`src/hdl/sdio_pkg.sv`:
```
// constants, register map and state types of the strobed digital i/o block
`default_nettype none
package sdio_pkg;

    localparam int          DATA_W         = 8;
    localparam int          ADDR_W         = 3;
    localparam int          STAT_W         = 2;
    localparam int          SYNC_W         = 12;

    localparam logic [2:0]  ADDR_DOUT      = 3'h0;
    localparam logic [2:0]  ADDR_DIN       = 3'h1;
    localparam logic [2:0]  ADDR_CTRL      = 3'h2;
    localparam logic [2:0]  ADDR_STAT      = 3'h3;
    localparam logic [2:0]  ADDR_MASK      = 3'h4;
    localparam logic [2:0]  ADDR_PINS      = 3'h5;

    localparam int          CTRL_POL_BIT   = 0;
    localparam int          CTRL_EN_BIT    = 1;
    localparam int          STAT_USER_BIT  = 0;
    localparam int          STAT_LATCH_BIT = 1;

    localparam logic [7:0]  DOUT_RST       = 8'h00;
    localparam logic        POL_RST        = 1'h0;
    localparam logic        EN_RST         = 1'h1;
    localparam logic [1:0]  STAT_RST       = 2'h0;
    localparam logic [1:0]  MASK_RST       = 2'h1;
    // pins idle: bus line, strobe and gate pulled high, data low
    localparam logic [11:0] SYNC_RST       = 12'he00;

    typedef struct packed {
        logic [7:0] dout;
        logic [7:0] din_hold;
        logic       strb_d;
        logic       pol;
        logic       en;
        logic [7:0] rdata;
    } sdio_top_state_type;

    localparam sdio_top_state_type TOP_RST = '{
        dout: DOUT_RST, din_hold: 8'h00, strb_d: 1'h1,
        pol: POL_RST, en: EN_RST, rdata: 8'h00};

    typedef struct packed {
        logic       pass_d;
        logic [1:0] status;
        logic [1:0] mask;
    } sdio_irq_state_type;

    localparam sdio_irq_state_type IRQ_RST = '{
        pass_d: 1'h0, status: STAT_RST, mask: MASK_RST};

endpackage : sdio_pkg
`default_nettype wire

```
`src/hdl/sdio_irq_if.sv`:
```
// signals between the top and the interrupt qualifier
`timescale 1ns/1ps
`default_nettype none
interface sdio_irq_if;
    logic       irq_in;
    logic       gate_n;
    logic       pol;
    logic       en;
    logic       latch_evt;
    logic       mask_wr;
    logic [1:0] clr;
    logic [1:0] wdata;
    logic [1:0] status;
    logic [1:0] mask;
    logic       user_evt;
    logic       irq;

    modport ctl (output irq_in, gate_n, pol, en, latch_evt, mask_wr, clr, wdata,
                 input status, mask, user_evt, irq);
    modport qual (input irq_in, gate_n, pol, en, latch_evt, mask_wr, clr, wdata,
                  output status, mask, user_evt, irq);
endinterface : sdio_irq_if
`default_nettype wire

```
`src/hdl/sdio_sync.sv`:
```
// two-flop synchroniser for a vector of pin levels
`timescale 1ns/1ps
`default_nettype none
module sdio_sync #(
    parameter int               WIDTH   = 1,
    parameter logic [WIDTH-1:0] RST_VAL = '0
) (
    input  wire logic             clk_i,
    input  wire logic             rst_i,
    input  wire logic [WIDTH-1:0] d_i,
    output logic      [WIDTH-1:0] q_o
);
    typedef struct packed {
        logic [WIDTH-1:0] s1;
        logic [WIDTH-1:0] s2;
    } sdio_sync_state_type;

    sdio_sync_state_type st;
    sdio_sync_state_type next_st;

    // first stage feeds only the second
    always_comb begin
        next_st.s1 = d_i;
        next_st.s2 = st.s1;
    end

    always_ff @(posedge clk_i) begin
        if (rst_i) begin
            st <= '{s1: RST_VAL, s2: RST_VAL};
        end else begin
            st <= next_st;
        end
    end

    assign q_o = st.s2;
endmodule : sdio_sync
`default_nettype wire

```
`src/hdl/sdio_irq.sv`:
```
// user interrupt qualification, sticky status and mask
`timescale 1ns/1ps
`default_nettype none
module sdio_irq (
    input  wire logic clk_i,
    input  wire logic rst_i,
    sdio_irq_if.qual  b
);
    import sdio_pkg::*;

    sdio_irq_state_type st;
    sdio_irq_state_type next_st;
    logic               active;
    logic               pass;
    logic [1:0]         set;

    always_comb begin
        active = b.pol ? b.irq_in : ~b.irq_in;
        pass   = active & b.en & ~b.gate_n;
        b.user_evt = pass & ~st.pass_d;
        set = 2'h0;
        set[STAT_USER_BIT]  = b.user_evt;
        set[STAT_LATCH_BIT] = b.latch_evt;
        next_st        = st;
        next_st.pass_d = pass;
        // set wins over a same-cycle write-one clear
        next_st.status = (st.status & ~b.clr) | set;
        if (b.mask_wr) begin
            next_st.mask = b.wdata;
        end
    end

    always_ff @(posedge clk_i) begin
        if (rst_i) begin
            st <= IRQ_RST;
        end else begin
            st <= next_st;
        end
    end

    assign b.status = st.status;
    assign b.mask   = st.mask;
    assign b.irq    = |(st.status & st.mask);

    // ------------------------------------------------------------
    // checks
    // ------------------------------------------------------------
    user_evt_set_a: assert property (@(posedge clk_i) disable iff (rst_i)
        b.user_evt |=> st.status[STAT_USER_BIT])
        else $error("user event did not set status");

    gate_block_a: assert property (@(posedge clk_i) disable iff (rst_i)
        (b.gate_n || !b.en) |-> !b.user_evt)
        else $error("interrupt passed while gated");

    pol_low_a: assert property (@(posedge clk_i) disable iff (rst_i)
        (!b.pol && b.en && !b.gate_n && $fell(b.irq_in) && !st.pass_d)
        |-> b.user_evt)
        else $error("active-low input not recognised");

    user_evt_c: cover property (@(posedge clk_i) disable iff (rst_i) b.user_evt);
endmodule : sdio_irq
`default_nettype wire

```
`src/hdl/sdio_top.sv`:
```
// strobed digital i/o banks with a qualified user interrupt
//
// The strobed register port and the placing of the registers were chosen for this implementation.
`timescale 1ns/1ps
`default_nettype none
module sdio_top (
    input  wire logic                        MCLK_I,
    input  wire logic                        SYS_RST_I,
    input  wire logic [sdio_pkg::ADDR_W-1:0] REG_ADDR_I,
    input  wire logic [sdio_pkg::DATA_W-1:0] REG_WDATA_I,
    input  wire logic                        REG_WR_I,
    input  wire logic                        REG_RD_I,
    output logic      [sdio_pkg::DATA_W-1:0] REG_RDATA_O,
    output logic      [sdio_pkg::DATA_W-1:0] DOUT_O,
    input  wire logic [sdio_pkg::DATA_W-1:0] DIN_I,
    input  wire logic                        DIN_STROBE_N_I,
    input  wire logic                        IRQ_IN_I,
    input  wire logic                        IRQ_ENABLE_N_I,
    input  wire logic                        INTA_N_I,
    output logic                             INTA_N_O,
    output logic                             INTA_OE_N_O,
    output logic                             IRQ_O
);
    import sdio_pkg::*;

    // ------------------------------------------------------------
    // state and wires
    // ------------------------------------------------------------
    sdio_top_state_type st;
    sdio_top_state_type next_st;

    logic [SYNC_W-1:0]  sync_q;
    logic [DATA_W-1:0]  din_s;
    logic               strb_n_s;
    logic               gate_n_s;
    logic               irq_in_s;
    logic               inta_n_s;
    logic               wr_dout;
    logic               wr_ctrl;
    logic               wr_stat;
    logic               wr_mask;
    logic [DATA_W-1:0]  rd_mux;

    sdio_irq_if irq_bus ();

    // ------------------------------------------------------------
    // pin synchronisers
    // ------------------------------------------------------------
    // data and strobe share one synchroniser so they stay aligned;
    // a strobe low for under one clock may be missed at this rate
    sdio_sync #(
        .WIDTH   (SYNC_W),
        .RST_VAL (SYNC_RST)
    ) u_sync (
        .clk_i (MCLK_I),
        .rst_i (SYS_RST_I),
        .d_i   ({INTA_N_I, DIN_STROBE_N_I, IRQ_ENABLE_N_I, IRQ_IN_I, DIN_I}),
        .q_o   (sync_q)
    );

    assign din_s    = sync_q[DATA_W-1:0];
    assign irq_in_s = sync_q[8];
    assign gate_n_s = sync_q[9];
    assign strb_n_s = sync_q[10];
    assign inta_n_s = sync_q[11];

    // ------------------------------------------------------------
    // register decode
    // ------------------------------------------------------------
    // single-word programmed access only, no burst path
    assign wr_dout = REG_WR_I && (REG_ADDR_I == ADDR_DOUT);
    assign wr_ctrl = REG_WR_I && (REG_ADDR_I == ADDR_CTRL);
    assign wr_stat = REG_WR_I && (REG_ADDR_I == ADDR_STAT);
    assign wr_mask = REG_WR_I && (REG_ADDR_I == ADDR_MASK);

    always_comb begin
        rd_mux = 8'h00;
        unique case (REG_ADDR_I)
            ADDR_DOUT: begin
                rd_mux = st.dout;
            end
            ADDR_DIN: begin
                rd_mux = st.din_hold;
            end
            ADDR_CTRL: begin
                rd_mux[CTRL_POL_BIT] = st.pol;
                rd_mux[CTRL_EN_BIT]  = st.en;
            end
            ADDR_STAT: begin
                rd_mux[STAT_W-1:0] = irq_bus.status;
            end
            ADDR_MASK: begin
                rd_mux[STAT_W-1:0] = irq_bus.mask;
            end
            ADDR_PINS: begin
                rd_mux[3:0] = {inta_n_s, irq_in_s, gate_n_s, strb_n_s};
            end
            default: begin
                rd_mux = 8'h00;
            end
        endcase
    end

    // ------------------------------------------------------------
    // next state
    // ------------------------------------------------------------
    always_comb begin
        next_st = st;
        // transparent while the strobe is low, frozen at its release
        if (!strb_n_s) begin
            next_st.din_hold = din_s;
        end
        next_st.strb_d = strb_n_s;
        if (wr_dout) begin
            next_st.dout = REG_WDATA_I;
        end
        if (wr_ctrl) begin
            next_st.pol = REG_WDATA_I[CTRL_POL_BIT];
            next_st.en  = REG_WDATA_I[CTRL_EN_BIT];
        end
        // read data live for exactly the cycle after the strobe
        next_st.rdata = REG_RD_I ? rd_mux : 8'h00;
    end

    always_ff @(posedge MCLK_I) begin
        if (SYS_RST_I) begin
            st <= TOP_RST;
        end else begin
            st <= next_st;
        end
    end

    // ------------------------------------------------------------
    // interrupt path
    // ------------------------------------------------------------
    assign irq_bus.irq_in    = irq_in_s;
    assign irq_bus.gate_n    = gate_n_s;
    assign irq_bus.pol       = st.pol;
    assign irq_bus.en        = st.en;
    assign irq_bus.latch_evt = strb_n_s & ~st.strb_d;
    assign irq_bus.mask_wr   = wr_mask;
    assign irq_bus.clr       = wr_stat ? REG_WDATA_I[STAT_W-1:0] : 2'h0;
    assign irq_bus.wdata     = REG_WDATA_I[STAT_W-1:0];

    sdio_irq u_irq (
        .clk_i (MCLK_I),
        .rst_i (SYS_RST_I),
        .b     (irq_bus.qual)
    );

    // ------------------------------------------------------------
    // outputs
    // ------------------------------------------------------------
    assign REG_RDATA_O = st.rdata;
    assign DOUT_O      = st.dout;
    // open-drain bus line: only ever pulls low
    assign INTA_N_O    = 1'b0;
    assign INTA_OE_N_O = ~irq_bus.irq;
    assign IRQ_O       = irq_bus.irq;

    // ------------------------------------------------------------
    // checks
    // ------------------------------------------------------------
    dout_reset_a: assert property (@(posedge MCLK_I)
        SYS_RST_I |=> (DOUT_O == 8'h00))
        else $error("outputs not low after reset");

    dout_write_a: assert property (@(posedge MCLK_I) disable iff (SYS_RST_I)
        wr_dout |=> (DOUT_O == $past(REG_WDATA_I)))
        else $error("output bank did not take the write");

    dout_hold_a: assert property (@(posedge MCLK_I) disable iff (SYS_RST_I)
        !wr_dout |=> $stable(DOUT_O))
        else $error("output bank changed without a write");

    din_follow_a: assert property (@(posedge MCLK_I) disable iff (SYS_RST_I)
        !strb_n_s |=> (st.din_hold == $past(din_s)))
        else $error("input bank not transparent while strobed");

    din_freeze_a: assert property (@(posedge MCLK_I) disable iff (SYS_RST_I)
        (strb_n_s && st.strb_d) [*2] |-> $stable(st.din_hold))
        else $error("input bank changed with strobe idle");

    din_read_a: assert property (@(posedge MCLK_I) disable iff (SYS_RST_I)
        (REG_RD_I && REG_ADDR_I == ADDR_DIN) |=> (REG_RDATA_O == $past(st.din_hold)))
        else $error("input read returned wrong value");

    cfg_reset_a: assert property (@(posedge MCLK_I)
        SYS_RST_I |=> (st.en == EN_RST && st.pol == POL_RST))
        else $error("interrupt settings wrong after reset");

    inta_drive_a: assert property (@(posedge MCLK_I) disable iff (SYS_RST_I)
        (irq_bus.user_evt && irq_bus.mask[STAT_USER_BIT]) |=> (!INTA_OE_N_O && IRQ_O))
        else $error("user interrupt not forwarded to bus line");

    rd_idle_a: assert property (@(posedge MCLK_I) disable iff (SYS_RST_I)
        !REG_RD_I |=> (REG_RDATA_O == 8'h00))
        else $error("read data outside read slot");

    // ------------------------------------------------------------
    // readback and interrupt register checks
    // ------------------------------------------------------------
    rdata_reset_a: assert property (@(posedge MCLK_I)
        SYS_RST_I |=> (REG_RDATA_O == 8'h00))
        else $error("read data not cleared by reset");

    irq_reset_a: assert property (@(posedge MCLK_I)
        SYS_RST_I |=> (!IRQ_O && INTA_OE_N_O))
        else $error("interrupt active after reset");

    rd_dout_a: assert property (@(posedge MCLK_I) disable iff (SYS_RST_I)
        (REG_RD_I && REG_ADDR_I == ADDR_DOUT) |=> (REG_RDATA_O == $past(DOUT_O)))
        else $error("output bank read returned wrong value");

    rd_ctrl_a: assert property (@(posedge MCLK_I) disable iff (SYS_RST_I)
        (REG_RD_I && REG_ADDR_I == ADDR_CTRL)
        |=> (REG_RDATA_O == {6'h00, $past(st.en), $past(st.pol)}))
        else $error("control read returned wrong value");

    rd_status_a: assert property (@(posedge MCLK_I) disable iff (SYS_RST_I)
        (REG_RD_I && REG_ADDR_I == ADDR_STAT)
        |=> (REG_RDATA_O == {6'h00, $past(irq_bus.status)}))
        else $error("status read returned wrong value");

    rd_mask_a: assert property (@(posedge MCLK_I) disable iff (SYS_RST_I)
        (REG_RD_I && REG_ADDR_I == ADDR_MASK)
        |=> (REG_RDATA_O == {6'h00, $past(irq_bus.mask)}))
        else $error("mask read returned wrong value");

    rd_pins_a: assert property (@(posedge MCLK_I) disable iff (SYS_RST_I)
        (REG_RD_I && REG_ADDR_I == ADDR_PINS) |=> (REG_RDATA_O[7:4] == 4'h0))
        else $error("pin read upper bits not zero");

    rd_unmapped_a: assert property (@(posedge MCLK_I) disable iff (SYS_RST_I)
        (REG_RD_I && REG_ADDR_I > ADDR_PINS) |=> (REG_RDATA_O == 8'h00))
        else $error("unmapped read returned data");

    ctrl_write_a: assert property (@(posedge MCLK_I) disable iff (SYS_RST_I)
        wr_ctrl |=> (st.pol == $past(REG_WDATA_I[CTRL_POL_BIT])
            && st.en == $past(REG_WDATA_I[CTRL_EN_BIT])))
        else $error("control write not taken");

    mask_write_a: assert property (@(posedge MCLK_I) disable iff (SYS_RST_I)
        wr_mask |=> (irq_bus.mask == $past(irq_bus.wdata)))
        else $error("mask write not taken");

    latch_set_a: assert property (@(posedge MCLK_I) disable iff (SYS_RST_I)
        irq_bus.latch_evt |=> irq_bus.status[STAT_LATCH_BIT])
        else $error("strobe release did not set status");

    status_clear_a: assert property (@(posedge MCLK_I) disable iff (SYS_RST_I)
        (wr_stat && REG_WDATA_I[STAT_USER_BIT] && !irq_bus.user_evt)
        |=> !irq_bus.status[STAT_USER_BIT])
        else $error("user status not cleared by write");

    dout_wr_c: cover property (@(posedge MCLK_I) disable iff (SYS_RST_I) wr_dout);
    latch_c: cover property (@(posedge MCLK_I) disable iff (SYS_RST_I)
        irq_bus.latch_evt);
    inta_c: cover property (@(posedge MCLK_I) disable iff (SYS_RST_I) $fell(INTA_OE_N_O));
    din_rd_c: cover property (@(posedge MCLK_I) disable iff (SYS_RST_I)
        REG_RD_I && REG_ADDR_I == ADDR_DIN);

endmodule : sdio_top
`default_nettype wire

```
`config.mk`:
```
export PLATFORM = sky130hd
export DESIGN_NAME = sdio_top
export DESIGN_NICKNAME = d
export VERILOG_FILES = /design/src/hdl/sdio_pkg.sv /design/src/hdl/sdio_irq_if.sv /design/src/hdl/sdio_sync.sv /design/src/hdl/sdio_irq.sv /design/src/hdl/sdio_top.sv
export SDC_FILE = /design/constraint.sdc
export NUM_CORES = 1
export LEC_CHECK = 0
export ABC_AREA = 1
export BUFFER_PORTS_ARGS = -buffer_cell sky130_fd_sc_hd__buf_4
export CAP_MARGIN = 20
export CORE_MARGIN = 3
export CORE_UTILIZATION = 60
export CTS_BUF_LIST = sky130_fd_sc_hd__clkbuf_8
export DETAILED_ROUTE_END_ITERATION = 6
export PLACE_DENSITY = 0.89
export SLEW_MARGIN = 10
export SYNTH_ARGS = -nofsm -noshare
export SYNTH_HDL_FRONTEND = slang
export SYNTH_SLANG_ARGS = --single-unit
```
`constraint.sdc`:
```
create_clock -name MCLK_I -period 2.5 [get_ports MCLK_I]
set_input_delay 0.125 -clock MCLK_I [delete_from_list [all_inputs] [get_ports MCLK_I]]
set_output_delay 0.125 -clock MCLK_I [all_outputs]
set_load 0.05 [all_outputs]
```
==> impl_metrics.json <==
{
  "drive_above_1_share": 0.261,
  "route.antenna.remaining_nets": 0,
  "start_kind": "flip-flop",
  "syn_avg_cell_area_sq_um": 8.22,
  "cts_tree": "done",
  "pin_count": 46,
  "antenna_found_initial": 0,
  "yosys-top-cells-area": "dfxtp_1, nor2_1, nand2_1",
  "cts_sinks": 56,
  "die_w_microns": 66.9,
  "p_sw_uw": 409,
  "area_growth_pct": 14.9,
  "dp.cells": 334,
  "hpwl_microns": 2840,
  "track_usage": 0.199,
  "cts.path.max_buffers": 2,
  "root_buffer": "clkbuf_8",
  "r2r_start": "u_sync.q_o[10]$_SDFF_PP1_",
  "hold_viol": 0,
  "reg2reg_depth": 3,
  "holdPathEnd": "u_sync.next_st[5]$_SDFF_PP0_",
  "grt_busiest_layer": "met2",
  "ys.flop_type": "dfxtp_1",
  "power_frac_seq": 0.553,
  "yosysMostFrequentCell": "dfxtp_1",
  "drcViolationCount": 0,
  "port_buffers": 44,
  "die_h_microns": 66.9,
  "period_needed_ns": 1.31,
  "setup_viol": 0,
  "vias_per_cell": 4.87,
  "swShare": 0.240,
  "initial_utilization": 0.647,
  "yosys.area.top_type_share": 0.503,
  "clk_pin_slew_ns": 0.10,
  "period_share": 0.523,
  "insertion_delay_ns": 0.31,
  "required_ns": 2.38,
  "gr-usage-met3": 0.0641,
  "grt-ovfl-total": 0,
  "r2r_end": "u_irq.b.status[1]$_SDFF_PP0_",
  "htreeDepth": 2,
  "cts_made_buffers": 5,
  "ys_top_cells_by_count": "dfxtp_1, nor2_1, nand2_1",
  "max_freq_ghz": 0.764,
  "grt_max_degree": 36,
  "met1_usage": 0.237,
  "synth_edf_count": 0,
  "core_sq_mm": 0.00344,
  "first_pass_iters": 4,
  "drt_iter0_markers": 136,
  "synthesis.nets": 298,
  "max_cap_viol_count": 0,
  "final.setup.tns_ns": 0,
  "final_net_count": 325,
  "hold_path_class": "in -> reg",
  "grt_use_met2": 0.333,
  "rsz0062_at_grt": "false",
  "min_path_cells": 3,
  "path_class": "reg -> out",
  "post_cts_buffers": 0,
  "crit_fanout": 2,
  "grt_first_pass_wirelength_microns": 6650,
  "end_kind": "output pin",
  "finClkSkew_ns": 0.0125,
  "drt-total-wl_microns": 4050,
  "ff2ff_setup_slack_ns": 1.37,
  "wl_per_cell_microns": 11.7,
  "die_area_sq_mm": 0.00448,
  "rows": 21,
  "status": "finished, final reports clean",
  "leakage_nw": 1.16,
  "clockPowerShare": 0.348,
  "async_flop_share": 0,
  "post_cts_resized": 0,
  "ys_ff_latch": 56,
  "pwr-share-comb": 0.099,
  "synth_top_area_cell": "dfxtp_1",
  "num_antenna_cells": 0,
  "finalMaxSlewViolations": 0,
  "syn_area_sq_mm": 0.00223,
  "syn-instance-count": 271,
  "internal_power_mw": 1.29,
  "synth_warnings": 0,
  "num_vias": 1679,
  "peakVddDrop_uv": 452,
  "cts_hold_buf": 3,
  "critPathArrivalTime_ns": 1.18,
  "powerDensity_mw_per_mm2": 665,
  "grt_pass1_vias": 1499,
  "globalplace.congestion": 0.784,
  "synth.distinct_cells": 26,
  "instances_no_fill": 345,
  "hp-start": "DIN_I[5]",
  "ys_seq_area_frac": 0.503
}
## how the worst max path moves through the flow
stage	from	endpoint	depth (start not counted)
after floorplan	u_irq.b.mask[0]$_SDFFE_PP1P_	INTA_OE_N_O	3
final	u_irq.b.mask[1]$_SDFFE_PP0P_	INTA_OE_N_O	4
after global routing	u_irq.b.status[1]$_SDFF_PP0_	INTA_OE_N_O	4
after detailed placement	SYS_RST_I	REG_RDATA_O[3]$_SDFF_PP0_	6
after global placement	SYS_RST_I	REG_RDATA_O[3]$_SDFF_PP0_	6
after CTS	u_irq.b.mask[1]$_SDFFE_PP0P_	INTA_OE_N_O	4
## power groups by stage
| stage | registers, mW | clock network, mW | logic, mW |
|---|---|---|---|
| 2_1_floorplan | 0.955 | 0 | 0.121 |
| 3_3_place_gp | 0.960 | 0 | 0.158 |
| 3_5_place_dp | 0.961 | 0 | 0.164 |
| 4_1_cts | 0.941 | 0.604 | 0.169 |
| 5_1_grt | 0.944 | 0.642 | 0.187 |
| 6_report | 0.941 | 0.593 | 0.169 |
## metrics by stage
step | power, mW | setup WS (ns) | hold WS (ns) | cell area (sq um) | utilization
2_1_floorplan | 1.08 | 0.702 | 0.229 | 2230 | -
3_3_place_gp | 1.12 | 1.25 | 0.312 | 2410 | 0.701
3_5_place_dp | 1.13 | 1.20 | 0.312 | 2410 | 0.701
4_1_cts | 1.71 | 1.19 | 0.00517 | 2560 | 0.743
5_1_grt | 1.77 | 1.10 | 0.0174 | 2560 | 0.743
6_report | 1.70 | 1.19 | 0.0133 | 2560 | 0.743
## critical path, cell delays in order (launching register included)
cell and delay (ns):
dfxtp_1 0.35, inv_1 0.07, o22ai_1 0.21, inv_1 0.06, buf_4 0.19
## area by class of cell
class	instances	area, sq um
flip-flops and latches	56	1120
fillers	263	883
multi-input cells	149	752
repair buffers	47	360
inverters	39	151
clock buffers	5	68.8
well taps	46	57.6
clock inverters	3	47.5
## sequential cells by signal, indices dropped and copies added (netlist names)
register and count:
REG_RDATA_O 8, irq_bus.pol 1, st 9, irq_bus.en 1, u_sync.q_o 12, u_irq.b.status 2
u_sync.next_st 12, u_irq.st 1, u_irq.b.mask 2, DOUT_O 8
## layer usage
layer  part of all wire  vias to the layer above
li1                   -                      865
met1               0.41                      739
met2               0.50                       66
met3              0.076                        9
met4              0.015                        0
met5                  0                        -
## kinds of logic after synthesis
kind of cell / after synthesis / share of synthesized area
XOR/XNOR: 1 / 0.00393
buffers and inverters: 66 / 0.159
AND/OR/NAND/NOR: 117 / 0.254
other: 1 / 0.00168
flip-flops: 56 / 0.503
AO/OA/AOI/OAI: 30 / 0.0781
## placed cells by master, fill, tap and decap left out, types with 2 or more instances in the layout
cell | netlist | routed
nand4_1 | 6 | 6
inv_1 | 36 | 36
nand3_1 | 14 | 14
dfxtp_1 | 56 | 56
a21oi_1 | 10 | 10
dlygate4sd3_1 | 0 | 3
nand3_2 | 6 | 6
o21ai_0 | 13 | 13
nand2_4 | 2 | 2
nand2_1 | 38 | 38
inv_2 | 2 | 2
or2_2 | 7 | 7
nor2_1 | 40 | 40
buf_4 | 17 | 44
clkbuf_8 | 0 | 5
clkinv_4 | 0 | 2
a21oi_2 | 6 | 6
Power figures use the tool's default switching activity.
